===== config.mk =====
export PLATFORM = sky130hd
export DESIGN_NAME = pdca_top
export DESIGN_NICKNAME = d
export VERILOG_FILES = /design/src/logic/pdca_pkg.sv /design/src/logic/pdca_top.sv
export SDC_FILE = /design/constraint.sdc
export NUM_CORES = 1
export LEC_CHECK = 0
export BUFFER_PORTS_ARGS = -buffer_cell sky130_fd_sc_hd__buf_4
export CAP_MARGIN = 20
export CELL_PAD_IN_SITES_DETAIL_PLACEMENT = 0
export CELL_PAD_IN_SITES_GLOBAL_PLACEMENT = 1
export CORE_MARGIN = 1
export CORE_UTILIZATION = 40
export CTS_CLUSTER_DIAMETER = 200
export DETAILED_ROUTE_END_ITERATION = 10
export PLACE_DENSITY_LB_ADDON = 0.1
export SLEW_MARGIN = 20
export SYNTH_ARGS = -nofsm -noshare
export SYNTH_HDL_FRONTEND = slang
export SYNTH_SLANG_ARGS = --single-unit
export TNS_END_PERCENT = 30

===== constraint.sdc =====
create_clock -name pclk -period 3.2 [get_ports pclk]
set_clock_uncertainty 0.15 [all_clocks]
set_input_delay 0.64 -clock pclk [delete_from_list [all_inputs] [get_ports pclk]]
set_output_delay 0.64 -clock pclk [all_outputs]
set_load 0.01 [all_outputs]

===== src/logic/pdca_pkg.sv =====
// package: constants, layouts and states for the capability advertiser
package pdca_pkg;
    // register byte offsets
    localparam logic [11:0] OFS_CTRL = 12'h000;
    localparam logic [11:0] OFS_CFG = 12'h004;
    localparam logic [11:0] OFS_PDO1 = 12'h008;
    localparam logic [11:0] OFS_STAT = 12'h00C;
    localparam logic [11:0] OFS_HDR = 12'h010;
    // object type codes in bits 31..30
    localparam logic [1:0] TYPE_FIXED = 2'h0;
    localparam logic [1:0] TYPE_BATTERY = 2'h1;
    localparam logic [1:0] TYPE_VARIABLE = 2'h2;
    localparam logic [1:0] TYPE_RESERVED = 2'h3;
    // fixed object field positions
    localparam int POS_TYPE = 30;
    localparam int POS_DRP = 29;
    localparam int POS_SUSP = 28;
    localparam int POS_EXTP = 27;
    localparam int POS_COMM = 26;
    localparam int POS_DRSWAP = 25;
    localparam int POS_PEAK = 20;
    localparam int POS_VOLT = 10;
    localparam int POS_CURR = 0;
    // 5 V in 50 mV steps
    localparam logic [9:0] VOLT_5V = 10'h064;
    localparam logic [9:0] CURR_0MA = 10'h000;
    // message types
    localparam logic [3:0] MSG_SRC_CAP = 4'h1;
    localparam logic [3:0] MSG_SNK_CAP = 4'h4;
    localparam logic [3:0] MSG_HARD_RESET = 4'hF;
    localparam logic [3:0] MSG_WAIT = 4'hC;
    localparam logic [3:0] MSG_GOTOMIN = 4'h2;
    // timing, milliseconds
    localparam int SRC_CAP_TIMER_MS = 150;
    localparam int SNK_WAIT_CAP_MS = 465;
    localparam int PS_SOURCE_OFF_MS = 750;
    localparam int CLK_MHZ = 250;
    localparam int SRC_CAP_CYC = SRC_CAP_TIMER_MS * 1000 * CLK_MHZ;
    localparam int SNK_WAIT_CYC = SNK_WAIT_CAP_MS * 1000 * CLK_MHZ;
    localparam int PS_OFF_CYC = PS_SOURCE_OFF_MS * 1000 * CLK_MHZ;
    localparam int N_CAPS_COUNT = 50;
    localparam logic [5:0] CAPS_COUNT_W = 6'(N_CAPS_COUNT);
    localparam logic [31:0] RST_PDO1 = 32'h0001_9000;
    typedef enum logic [2:0] {
        PDCA_IDLE, PDCA_ADV_WAIT, PDCA_ADV_SEND, PDCA_ADV_ACK, PDCA_DONE
    } pdca_adv_e;
endpackage


===== src/logic/pdca_top.sv =====
// capability advertiser: message scheduling, fixed object build and APB registers
// Functional notes
// - after reset, power-on or attach, source advertises capabilities at each timer expiry
// - advertising repeats at least the count and stops on acknowledgement
// - otherwise capabilities go out only on supply change or capability query
// - a sink answers every sink capability query with its capabilities
// - sink seeing 5 V but no capabilities before timeout sends hard reset
// - dual role answers both queries in any role, advertises only as source
// - capabilities are 32-bit objects; one object is sent, header count is two with reserve
// - every source capability message holds one 5 V object at least
// - allocated reserve is included in every source capability message; sink capability replies count one
// - a received goto-min message, as source or dual role, only triggers a resend of capabilities
// - reserve withdrawal is announced with a new capability message
// - dual-role source receiving unexpected capabilities removes 5 V within the off time
// - fixed objects carry type code zero in the top two bits
// - peak at 21..20, voltage 19..10, max current 9..0
// - only the 5 V object carries the five flag bits 29..25
// - other fixed objects zero bits 29..22; bits 24..22 always zero
// - no capability means 5 V with 0 mA
// - forcing the sink to its lowest state advertises 5 V with 0 mA
// - dual role flag follows swap support and is locked after its first write after reset
// - object type codes: fixed, battery, variable, reserved
`timescale 1ns/1ps
module pdca_top #(
    parameter int SRC_CAP_CYC = pdca_pkg::SRC_CAP_CYC,
    parameter int SNK_WAIT_CYC = pdca_pkg::SNK_WAIT_CYC,
    parameter int PS_OFF_CYC = pdca_pkg::PS_OFF_CYC
) (
    input wire logic pclk,
    input wire logic presetn,
    input wire logic psel,
    input wire logic penable,
    input wire logic pwrite,
    input wire logic [11:0] paddr,
    input wire logic [31:0] pwdata,
    output logic [31:0] prdata,
    output logic pready,
    output logic pslverr,
    input wire logic attach,
    input wire logic vbus_5v,
    input wire logic rx_valid,
    input wire logic [3:0] rx_type,
    input wire logic rx_src_cap,
    input wire logic rx_goodcrc,
    input wire logic tx_done,
    output logic tx_req,
    output logic [3:0] tx_type,
    output logic [2:0] tx_count,
    output logic [31:0] tx_pdo,
    output logic vbus_off
);
    typedef struct packed {
        logic [2:0] att_s;
        logic [2:0] vb_s;
        pdca_pkg::pdca_adv_e adv;
        logic [31:0] tmr;
        logic [5:0] sent;
        logic [31:0] wtmr;
        logic wait_done;
        logic [31:0] otmr;
        logic off_run;
        logic vbus_off;
        logic role_src;
        logic dual_role;
        logic drp_lock;
        logic sink_port;
        logic [1:0] pend;
        logic [31:0] pdo1;
        logic [2:0] n_obj;
        logic reserve;
        logic susp_force;
        logic resend;
        logic query_pend;
        logic tx_req;
        logic [3:0] tx_type;
        logic [2:0] tx_count;
        logic [31:0] tx_pdo;
        logic [31:0] prdata;
        logic pready;
        logic pslverr;
    } pdca_state_s;

    pdca_state_s st_reg, st_next;

    // fixed object builder: flags only on the 5 V object
    function automatic logic [31:0] pdca_fixed(input logic [31:0] cfg, input logic is_5v,
            input logic drp, input logic zero_i);
        logic [31:0] o;
        o = 32'h0000_0000;
        o[31:30] = pdca_pkg::TYPE_FIXED;
        o[21:20] = cfg[21:20];
        o[19:10] = is_5v ? pdca_pkg::VOLT_5V : cfg[19:10];
        o[9:0] = zero_i ? pdca_pkg::CURR_0MA : cfg[9:0];
        if (is_5v) begin
            o[29] = drp;
            o[28:25] = cfg[28:25];
        end
        return o; // bits 24..22 stay zero
    endfunction

    logic wr, is_src_cap_q;
    assign wr = psel && penable && pwrite;
    assign is_src_cap_q = rx_valid && (rx_type == pdca_pkg::MSG_SRC_CAP);

    always_comb begin
        st_next = st_reg;
        st_next.att_s = {st_reg.att_s[1:0], attach};
        st_next.vb_s = {st_reg.vb_s[1:0], vbus_5v};
        st_next.pready = 1'b0;
        st_next.pslverr = 1'b0;
        // registers: data and error are set up here so they stand together with ready
        if (psel && !penable) begin
            st_next.pready = 1'b1;
            if (pwrite) begin
                st_next.pslverr = !(paddr == pdca_pkg::OFS_CTRL || paddr == pdca_pkg::OFS_CFG
                    || paddr == pdca_pkg::OFS_PDO1);
            end else begin
                case (paddr)
                    pdca_pkg::OFS_CTRL: st_next.prdata = {28'h0, st_reg.susp_force,
                        st_reg.reserve, st_reg.sink_port, st_reg.role_src};
                    pdca_pkg::OFS_CFG: st_next.prdata = {30'h0, st_reg.drp_lock,
                        st_reg.dual_role};
                    pdca_pkg::OFS_PDO1: st_next.prdata = st_reg.pdo1;
                    pdca_pkg::OFS_STAT: st_next.prdata = {20'h0, st_reg.vbus_off,
                        st_reg.wait_done, st_reg.sent, 1'b0, st_reg.adv};
                    pdca_pkg::OFS_HDR: st_next.prdata = {29'h0, st_reg.n_obj};
                    default: begin
                        st_next.prdata = 32'h0000_0000;
                        st_next.pslverr = 1'b1;
                    end
                endcase
            end
        end
        if (wr && st_reg.pready) begin
            case (paddr)
                pdca_pkg::OFS_CTRL: begin
                    st_next.role_src = pwdata[0];
                    st_next.sink_port = pwdata[1];
                    st_next.reserve = pwdata[2];
                    st_next.susp_force = pwdata[3];
                    if (pwdata[4]) begin
                        st_next.resend = 1'b1;
                    end
                    if (st_reg.reserve && !pwdata[2]) begin
                        st_next.resend = 1'b1;
                    end
                end
                pdca_pkg::OFS_CFG: begin
                    if (!st_reg.drp_lock) begin
                        st_next.dual_role = pwdata[0];
                        st_next.drp_lock = 1'b1;
                    end
                end
                pdca_pkg::OFS_PDO1: begin
                    st_next.pdo1 = pwdata;
                    st_next.resend = 1'b1;
                end
                default: begin
                end
            endcase
        end
        // one 5 V object; reserve raises the count to two without a second entry
        st_next.n_obj = st_reg.reserve ? 3'h2 : 3'h1;
        // advertisement cycle
        case (st_reg.adv)
            pdca_pkg::PDCA_IDLE: begin
                if (st_reg.att_s[2] && st_reg.role_src) begin
                    st_next.adv = pdca_pkg::PDCA_ADV_WAIT;
                    st_next.tmr = 32'h0;
                    st_next.sent = 6'h0;
                end
            end
            pdca_pkg::PDCA_ADV_WAIT: begin
                // the acknowledgement may trail the end of transmission into the wait
                if (rx_goodcrc) begin
                    st_next.adv = pdca_pkg::PDCA_DONE;
                end else if (st_reg.tmr >= 32'(SRC_CAP_CYC - 1)) begin
                    st_next.adv = pdca_pkg::PDCA_ADV_SEND;
                end else begin
                    st_next.tmr = st_reg.tmr + 32'h1;
                end
            end
            pdca_pkg::PDCA_ADV_SEND: begin
                if (!st_reg.tx_req) begin
                    st_next.pend = 2'h1;
                    st_next.adv = pdca_pkg::PDCA_ADV_ACK;
                end
            end
            pdca_pkg::PDCA_ADV_ACK: begin
                if (rx_goodcrc) begin
                    st_next.adv = pdca_pkg::PDCA_DONE;
                end else if (tx_done) begin
                    st_next.tmr = 32'h0;
                    st_next.sent = (st_reg.sent == 6'h3F) ? st_reg.sent : st_reg.sent + 6'h1;
                    st_next.adv = pdca_pkg::PDCA_ADV_WAIT;
                end
            end
            pdca_pkg::PDCA_DONE: begin
            end
            default: st_next.adv = pdca_pkg::PDCA_IDLE;
        endcase
        if (!st_reg.att_s[2] || !st_reg.role_src) begin
            st_next.adv = pdca_pkg::PDCA_IDLE;
        end
        // sink wait for capabilities
        if (st_reg.role_src || !st_reg.vb_s[2] || (rx_valid && rx_src_cap)) begin
            st_next.wtmr = 32'h0;
            st_next.wait_done = 1'b0;
        end else if (!st_reg.wait_done) begin
            if (st_reg.wtmr >= 32'(SNK_WAIT_CYC - 1)) begin
                st_next.wait_done = 1'b1;
                st_next.pend = 2'h3;
            end else begin
                st_next.wtmr = st_reg.wtmr + 32'h1;
            end
        end
        // replies to queries
        if (is_src_cap_q && st_reg.role_src && st_reg.dual_role) begin
            st_next.off_run = 1'b1;
        end
        if (rx_valid && rx_type == pdca_pkg::MSG_SNK_CAP) begin
            if (!st_reg.role_src || st_reg.dual_role || st_reg.sink_port) begin
                st_next.pend = 2'h2;
            end
        end
        if (rx_valid && rx_type == pdca_pkg::MSG_GOTOMIN) begin
            if (st_reg.role_src || st_reg.dual_role) begin
                st_next.query_pend = 1'b1;
            end
        end
        if (st_reg.resend && st_reg.role_src && st_reg.pend == 2'h0 && !st_reg.tx_req) begin
            st_next.resend = 1'b0;
            st_next.pend = 2'h1;
        end
        if (st_reg.query_pend && st_reg.pend == 2'h0 && !st_reg.tx_req) begin
            st_next.query_pend = 1'b0;
            st_next.pend = 2'h1;
        end
        // unexpected capabilities: 5 V off before the limit
        if (st_reg.off_run && !st_reg.vbus_off) begin
            if (st_reg.otmr >= 32'(PS_OFF_CYC - 2)) begin
                st_next.vbus_off = 1'b1;
            end else begin
                st_next.otmr = st_reg.otmr + 32'h1;
            end
        end
        // transmit
        if (st_reg.tx_req) begin
            if (tx_done) begin
                st_next.tx_req = 1'b0;
            end
        end else if (st_reg.pend != 2'h0) begin
            st_next.tx_req = 1'b1;
            st_next.pend = 2'h0;
            st_next.tx_pdo = pdca_fixed(st_reg.pdo1, 1'b1, st_reg.dual_role,
                st_reg.susp_force);
            case (st_reg.pend)
                2'h1: begin
                    st_next.tx_type = pdca_pkg::MSG_SRC_CAP;
                    st_next.tx_count = st_next.n_obj;
                end
                2'h2: begin
                    st_next.tx_type = pdca_pkg::MSG_SNK_CAP;
                    st_next.tx_count = 3'h1;
                end
                default: begin
                    st_next.tx_type = pdca_pkg::MSG_HARD_RESET;
                    st_next.tx_count = 3'h0;
                end
            endcase
        end
    end

    always_ff @(posedge pclk or negedge presetn) begin
        if (!presetn) begin
            st_reg <= '0;
            st_reg.pdo1 <= pdca_pkg::RST_PDO1;
            st_reg.adv <= pdca_pkg::PDCA_IDLE;
        end else begin
            st_reg <= st_next;
        end
    end

    assign prdata = st_reg.prdata;
    assign pready = st_reg.pready;
    assign pslverr = st_reg.pslverr;
    assign tx_req = st_reg.tx_req;
    assign tx_type = st_reg.tx_type;
    assign tx_count = st_reg.tx_count;
    assign tx_pdo = st_reg.tx_pdo;
    assign vbus_off = st_reg.vbus_off;
endmodule


==> Word-level counts from Yosys, hierarchy flattened <==
Index checks and enable logic that the tools add are counted.
{ "word_totals": {"regBits": 220} }
{ "classes": {"n_addsub": 4, "n_lt_le_gt_ge": 3, "n_eq_ne": 28, "muxes": 47, "n_bitwise": 4, "n_reduce_logical": 59} }
{ "ops": {"columns": ["op", "count"], "rows": [
  ["32-bit one-hot mux with 5 select lines", 1],
  ["32-bit by 1-bit adder with 32-bit output (second input constant)", 3],
  ["32-bit 2-to-1 mux", 3],
  ["32-bit one-hot mux with 3 select lines", 1],
  ["41-bit 2-to-1 mux", 2],
  ["33-bit 2-to-1 mux", 2],
  ["40-bit 2-to-1 mux", 1],
  ["38-bit 2-to-1 mux", 1],
  ["32-bit by 26-bit greater-or-equal comparator with 1-bit output (second input constant)", 1],
  ["32-bit by 27-bit greater-or-equal comparator with 1-bit output (second input constant)", 1],
  ["32-bit by 28-bit greater-or-equal comparator with 1-bit output (second input constant)", 1],
  ["2-bit 2-to-1 mux", 13],
  ["12-bit by 4-bit equality test with 1-bit output (second input constant)", 2],
  ["1-bit logical AND", 18],
  ["2-bit AND reduction", 9],
  ["2-bit inequality test (second input constant)", 8],
  ["3-bit 2-to-1 mux", 5],
  ["3-bit one-hot mux with 5 select lines", 1],
  ["7-bit one-hot mux with 2 select lines", 1],
  ["12-bit by 3-bit equality test with 1-bit output (second input constant)", 1],
  ["12-bit by 5-bit equality test with 1-bit output (second input constant)", 1],
  ["12-bit zero test", 1],
  ["1-bit 2-to-1 mux", 12],
  ["6-bit one-hot mux with 2 select lines", 1],
  ["28 further kinds", 55]
]} }

==> Logic depth before layout (Yosys ltp) <==
Gate-level depths: netlist of the first run.
{ "logic_depth": {"word_depth": 11, "depth_mapped": 9, "depth_no_buf": 8} }

==> Worst setup path after synthesis of the first run <==
Ideal clock, no wire load.
{ "synth_timing": {"kind": "input-to-reg", "start": "input port paddr[8]", "end": "register st_reg[100] (netlist name)", "setup_ps": 125, "t_arrival_ps": 2412, "required_ps": 2925, "slack_ps": 513, "stages": 5, "n_path_buf": 1, "cell_sequence": "nor4_1 nand3_1 nor4_2 buf_2 mux2_2"} }
{ "synth_via": {"elab_chain_len": 2} }
{ "synth_lines": {"columns": ["element", "line", "rtl"], "rows": [
  ["start: declaration", "pdca_top.sv:34", "input wire logic [11:0] paddr,"],
  ["12-bit by 4-bit equality test with 1-bit output", "pdca_top.sv:135", "case (paddr)"],
  ["2-bit AND reduction (no line)", null, null],
  ["end signal: assignment", "pdca_top.sv:280", "st_reg <= st_next;"],
  ["end: declaration", "pdca_top.sv:83", "pdca_state_s st_reg, st_next;"]
]} }
Every way passes these cells.
A chain may end at the register's enable or synchronous reset.

==> Final worst setup path of the first run <==
{ "layout_timing": {"start": "register st_reg[224] (netlist name)", "end": "register st_reg[201] (netlist name)"} }
{ "layout_via": {"elab_chain_len": 3} }
{ "layout_lines": {"columns": ["element", "line", "rtl"], "rows": [
  ["3-bit by 1-bit equality test with 1-bit output (tied with other cells)", "pdca_top.sv:165", "case (st_reg.adv)"],
  ["2-bit inequality test (no line) / 3-bit nonzero test (equally long branches)", null, null],
  ["6-bit AND reduction (no line)", null, null]
]} }
Parallel ways exist; a longest one is shown, timed or not.

==> results of run 1 <==
[placed cells by master (no fill, tap or decap), drive strengths merged, types with 3 or more instances in the layout]
master     n
or3       27
dfstp      3
nand2b    11
nand3     43
xor2      21
a211oi     4
inv       18
nand3b    11
clkbuf    36
or4       13
o21a       5
nand4b     4
nor3b      3
o31ai     12
bufinv     3
buf      143
or2        5
xnor2     26
clkinv     6
and2      16
a22o      21
dfrtp    213
nor2      65
nor3      20
mux2i     15
mux2      35
nor4      14
and3       9
o21ai     50
nor2b      5
nand4     26
a21oi     35
a31oi      3
o211ai     5
o2111ai    3
nand2    110
conb      13
ha         9
[power by group]
| part | internal (mW) | leakage (nW) | switching, mW |
|---|---|---|---|
| Combinational | 0.203 | 2.23 | 0.306 |
| Clock | 1.83 | 0.429 | 1.12 |
| Sequential | 2.80 | 2.94 | 0.0592 |
| Total | 4.83 | 5.60 | 1.49 |
[critical path, stage by stage (launching register included)]
cell	delay (ns)
dfrtp_1	0.50
nor4bb_1	0.35
nor3_1	0.14
nor4_4	0.30
buf_4	0.21
nand3_1	0.39
or4_1	0.55
a21oi_1	0.15
[through the flow]
stage          instance area [um2]  worst slack [ns]  utilization [%]  cells  total power, mW
3_5_place_dp                 11200             0.221             44.3   1370             3.43
6_report                     12100             0.397             47.8   1416             6.32
4_1_cts                      12100             0.393             47.8   1416             6.42
3_3_place_gp                 11200             0.325             44.3   1370             3.43
2_1_floorplan                10400             0.513                -   1007             3.20
5_1_grt                      12100             0.174             47.8   1416             6.60
[cell families (layout without fill, tap and decap cells)]
family | count (synthesis) | in the layout | share of synthesized area [%]
and+or+nand+nor | 389 | 389 | 20.0
DFF | 216 | 216 | 52.4
AOI/OAI and AO/OA | 155 | 155 | 9.78
buffers and inverters | 128 | 207 | 7.44
muxes | 50 | 50 | 5.27
xor gates and xnor gates | 47 | 47 | 3.99
adders and majority gates | 9 | 9 | 1.09
other | 1 | 13 | 0.0363
[synthesized netlist by cell type (3+ instances only)]
| cell type | instances |
|---|---|
| xor2_1 | 21 |
| or3_1 | 26 |
| o21a_1 | 5 |
| inv_1 | 18 |
| or4_1 | 13 |
| a211oi_1 | 4 |
| a21oi_1 | 35 |
| nand3b_1 | 11 |
| or2_2 | 4 |
| o21ai_1 | 6 |
| ha_1 | 9 |
| xnor2_1 | 26 |
| and3_1 | 9 |
| and2_1 | 16 |
| a22o_1 | 21 |
| nand4b_1 | 3 |
| o211ai_1 | 5 |
| dfrtp_1 | 213 |
| nor4_2 | 3 |
| buf_2 | 8 |
| o21ai_0 | 44 |
| nand3_1 | 43 |
| nor4_1 | 10 |
| buf_4 | 72 |
| mux2i_1 | 15 |
| nand2_1 | 110 |
| nand4_1 | 23 |
| nor3_1 | 20 |
| a31oi_1 | 3 |
| o31ai_1 | 12 |
| nand2b_1 | 11 |
| nor2b_1 | 5 |
| dfstp_2 | 3 |
| nor2_1 | 65 |
| mux2_2 | 32 |
| mux2_1 | 3 |
| clkbuf_1 | 27 |
[repair_timing]
item                      in CTS  in global routing
hold buffers                   1                  0
buffers inserted               0                  0
hold endpoints to repair      15                  0
[area by class of cell]
type | instances | area (um2)
Clock inverter | 9 | 120
Inverter | 18 | 67.6
Sequential cell | 216 | 5410
Fill cell | 2403 | 13200
Tap cell | 330 | 413
Multi-Input combinational cell | 663 | 4200
Clock buffer | 36 | 737
Timing Repair Buffer | 144 | 1120
[path summary, 6_finish.rpt]
path	start	end	slack, ns	cells after the start
setup / recovery	st_reg[224]	st_reg[201]	0.40	7
hold / removal	attach	st_next[231]	0.08	1
setup reg to reg	st_reg[224]	st_reg[201]	0.40	7
hold reg to reg	st_next[228]	st_next[229]	0.20	0
max in group asynchronous	presetn	pslverr	1.63	3
min in group asynchronous	presetn	st_reg[197]	0.55	2
[metal layers]
metal	GRT usage (%)	vias to the layer above	part of all wire [%]
li1	-	3567	-
met1	26.2	3463	49
met2	28.6	104	45
met3	3.03	29	4.2
met4	3.57	0	1.7
met5	0	-	0
==> run_results.csv, run 1 <==
group,metric,value,unit
run_status,status,"finished clean",
detailed_routing,viasPerCell,5.06,
setup_path,critical_path_arrival,3.09,ns
detailed_routing,avgRoutedWirePerCell,16.6,um
timing,timing.hold.ws,0.0787,ns
synthesis,yosysWarnings,0,
power,cellPowerDensity,524,nW/um2
synthesis,synth-edff-count,0,
layout,largest_register_ffs,153,
power,leakagePower,5.60,nW
detailed_routing,wl,23500,um
timing,grt_setup_unrepaired,"false",
synthesis,synth_top_cells_by_area,"dfrtp_1, buf_4, nand2_1, mux2_2, nor2_1",
floorplanning,die_w,163,um
setup_path,endpoint_kind,"flop",
cts,path_clk_slew,0.06,ns
timing,max_freq,357,MHz
layout,drive_gt1_share,21.5,%
placement,dp_hpwl,16300,um
synthesis,synth_area_leader_cell,"dfrtp_1",
synthesis,ys_seq_elements,216,
floorplanning,die_area,26500,um2
layout,area_growth_syn_to_layout,16.8,%
global_routing,grt_usage,18.1,%
setup_path,required,3.49,ns
floorplanning,io_pins,134,
floorplanning,rows,58,
placement,gp_congestion,0.738,
cts,cts_buffers,25,
cts,tritoncts,"built",
cts,clock_sink_count,216,
setup_path,cp-start-kind,"flop",
synthesis,synthCells,995,
setup_path,crit_type,"reg -> reg",
timing,final-hold-violation-count,0,
timing,fin_crit,2.80,ns
placement,port_buffers,120,
timing,worstMarginPinSlew,0.778,ns
synthesis,yosysTopAreaCellShare,51.6,%
detailed_routing,ant_nets,0,
global_routing,grt_pass1_vias,7051,
synthesis,yosysSeqAreaShare,52.4,%
synthesis,avgSynthCellArea,10.4,um2
cts,htreeDepth,1,
timing,finalSetupViolCount,0,
detailed_routing,drc,0,
cts,clockRootBuffer,"clkbuf_16",
detailed_routing,drtIter0Drc,401,
timing,relSlewSlack,48.0,%
detailed_routing,drt_pass1_iterations,4,
timing,tns,0,ns
setup_path,critPathMaxFanout,15,
global_routing,grt_first_pass_wirelength,38200,um
global_routing,grt_overflow,0,
floorplanning,start_util,40.9,%
cts,postCtsResizedCells,0,
layout,num-nets-final,1136,
global_routing,grt_max_degree,83,
flow_run,maxCapViolCount,0,
detailed_routing,via_count,7163,
synthesis,synthArstFlopShare,100,%
global_routing,antenna_found_initial,0,
floorplanning,die_h,163,um
synthesis,synth.distinct_cells,68,
synthesis,netlist_area,10300,um2
cts,clk_path_buf_depth,3,
synthesis,ys.flop_type,"dfrtp_1",
timing,slew_viol_final,0,
power,irDropWorstVdd,313,uV
layout,n_antenna_cell,0,
floorplanning,core-area,25300,um2
hold_path,min_path_type,"in -> reg",
cts,clock_latency,0.52,ns
timing,period_share,87.6,%
Note: power is estimated with default switching activity, not from simulation.
==> run 2: changes to the inputs <==
- clock period: 3.2 -> 2.95 ns (I/O delays scaled with it)
==> run 2 against run 1 <==
  * Register-to-register slack barely moved
  * Sequential cell count did not move
  * Die area did not move
  * First-iteration DRC count rose by 4.0%
  * Cell count rose by 0.71%
  * Total power rose by 7.3%
  * Critical path type unchanged
  * Clock-buffer cell count fell by 4
  * Clock power rose by 6%
  * Via count rose by 2.0%
==> run_results.csv, run 2 (synthesis results as in run 1) <==
group,metric,value,unit
detailed_routing,viasPerCell,5.12,
power,cellPowerDensity,559,nW/um2
hold_path,min_path_type,"in -> reg",
timing,period_share,86.3,%
cts,tritoncts,"built",
floorplanning,die_h,163,um
timing,fin_crit,2.54,ns
global_routing,grt_overflow,0,
layout,area_growth_syn_to_layout,17.6,%
setup_path,endpoint_kind,"flop",
setup_path,r2r-start,"st_reg[218]",
global_routing,grt_pass1_vias,7302,
setup_path,crit_type,"reg -> reg",
layout,final_cell_mix,"dfrtp_1, buf_4, nand2_1",
placement,dp_cells,1379,
global_routing,grt_usage,18.3,%
power,leakagePower,5.63,nW
setup_path,cp-start-kind,"flop",
layout,final_util,48.1,%
power,combPwrFrac,8.2,%
setup_path,required,3.23,ns
timing,slew_viol_final,0,
power,irDropWorstVdd,376,uV
cts,post-cts-setup-buffers,0,
floorplanning,core-area,25300,um2
cts,clock_sink_count,216,
global_routing,grt_first_pass_wirelength,38800,um
setup_path,critical_path_arrival,2.82,ns
run_status,status,"finished clean",
timing,finalSetupViolCount,0,
cts,clk_path_buf_depth,3,
detailed_routing,drc,0,
detailed_routing,ant_nets,0,
cts,clock_latency,0.52,ns
layout,final_common_cell,"dfrtp_1",
cts,clockRootBuffer,"clkbuf_16",
layout,final_cell_count_no_fill,1426,
detailed_routing,wl,23700,um
timing,final-hold-violation-count,0,
timing,grt_setup_unrepaired,"false",
timing,tns,0,ns
cts,htreeDepth,1,
placement,dp_hpwl,16400,um
hold_path,min-delay-start,"vbus_5v",
placement,gp_congestion,0.784,
floorplanning,io_pins,134,
setup_path,cp-startpoint,"st_reg[218]",
power,power_frac_seq,45.7,%
layout,drive_gt1_share,22.2,%
global_routing,antenna_found_initial,0,
timing,relSlewSlack,49.4,%
placement,port_buffers,120,
detailed_routing,via_count,7304,
power,p_sw,1.63,mW
floorplanning,rows,58,
detailed_routing,drtIter0Drc,417,
flow_run,maxCapViolCount,0,
detailed_routing,drt_pass1_iterations,4,
power,cell_internal_pwr,5.15,mW
floorplanning,start_util,40.9,%
setup_path,critPathMaxFanout,11,
cts,cts_buffers,25,
timing,max_freq,393,MHz
floorplanning,die_area,26500,um2
power,p_sw_share,24.0,%
global_routing,grt_max_degree,72,
cts,path_clk_slew,0.06,ns
power,power_frac_clock,46.2,%
detailed_routing,avgRoutedWirePerCell,16.6,um
layout,largest_register_ffs,153,
layout,num-nets-final,1145,
timing,worstMarginPinSlew,0.757,ns
floorplanning,die_w,163,um
==> run 2: cell count changes in the layout (fill, tap and decap cells not counted) <==
cell        change
diode_2         +1
clkinv_2        -1
clkbuf_8        -4
inv_6           +1
buf_4           +7
clkinvlp_4      +3
buf_12          +2
clkinv_4        +1
==> run 2: metrics by stage <==
stage	setup slack, ns	cell area [um2]	total power [mW]	hold slack [ns]
6_report	0.406	12100	6.78	0.0404
3_5_place_dp	0.271	11300	3.72	0.187
3_3_place_gp	0.328	11300	3.71	0.185
5_1_grt	0.233	12100	7.09	0.0154
2_1_floorplan	0.313	10400	3.47	0.144
4_1_cts	0.414	12100	6.89	0.0199
==> run 2: what timing repair did <==
action / in CTS / in global routing
endpoints found under the hold margin: 66 / 0
hold buffers: 1 / 0
gates resized for setup: 0 / 0
==> run 2: layout make-up <==
class / count / area (um2)
diodes: 1 / 2.50
clock buffers: 32 / 682
clock inverters: 13 / 155
fillers: 2384 / 13100
inverters: 18 / 67.6
multi-input cells: 663 / 4200
flip-flops and latches: 216 / 5410
well taps: 330 / 413
repair buffers: 153 / 1210
==> run 2: worst paths after layout <==
kind	to	slack, ns	depth (start not counted)
hold / removal	st_next[228]	0.04	1
hold reg to reg	st_reg[232]	0.20	0
setup / recovery	st_reg[214]	0.41	7
max in group asynchronous	st_reg[97]	1.38	3
setup reg to reg	st_reg[214]	0.41	7
min in group asynchronous	st_reg[201]	0.46	2
==> run 2: power by group through the flow <==
stage	clock network [mW]	logic, mW	registers, mW
6_report	3.13	0.554	3.10
4_1_cts	3.23	0.568	3.10
2_1_floorplan	0	0.337	3.13
3_5_place_dp	0	0.566	3.15
5_1_grt	3.35	0.624	3.11
3_3_place_gp	0	0.563	3.15
==> run 2: layer usage <==
layer / global-route usage [%] / routed length, um / vias up
met5: 0 / 0 / -
met3: 3.00 / 1110 / 26
met4: 3.87 / 360 / 0
li1: - / - / 3596
met1: 26.5 / 11500 / 3555
met2: 28.7 / 10700 / 127
==> run 2: worst max-delay path, stage by stage, from the launching register on <==
cell and delay [ns]:
dfrtp_1 0.37, nor4_1 0.39, o211ai_1 0.24, nor4_4 0.25, nand4_2 0.30, buf_4 0.26, nor4_2 0.27, mux2i_1 0.23
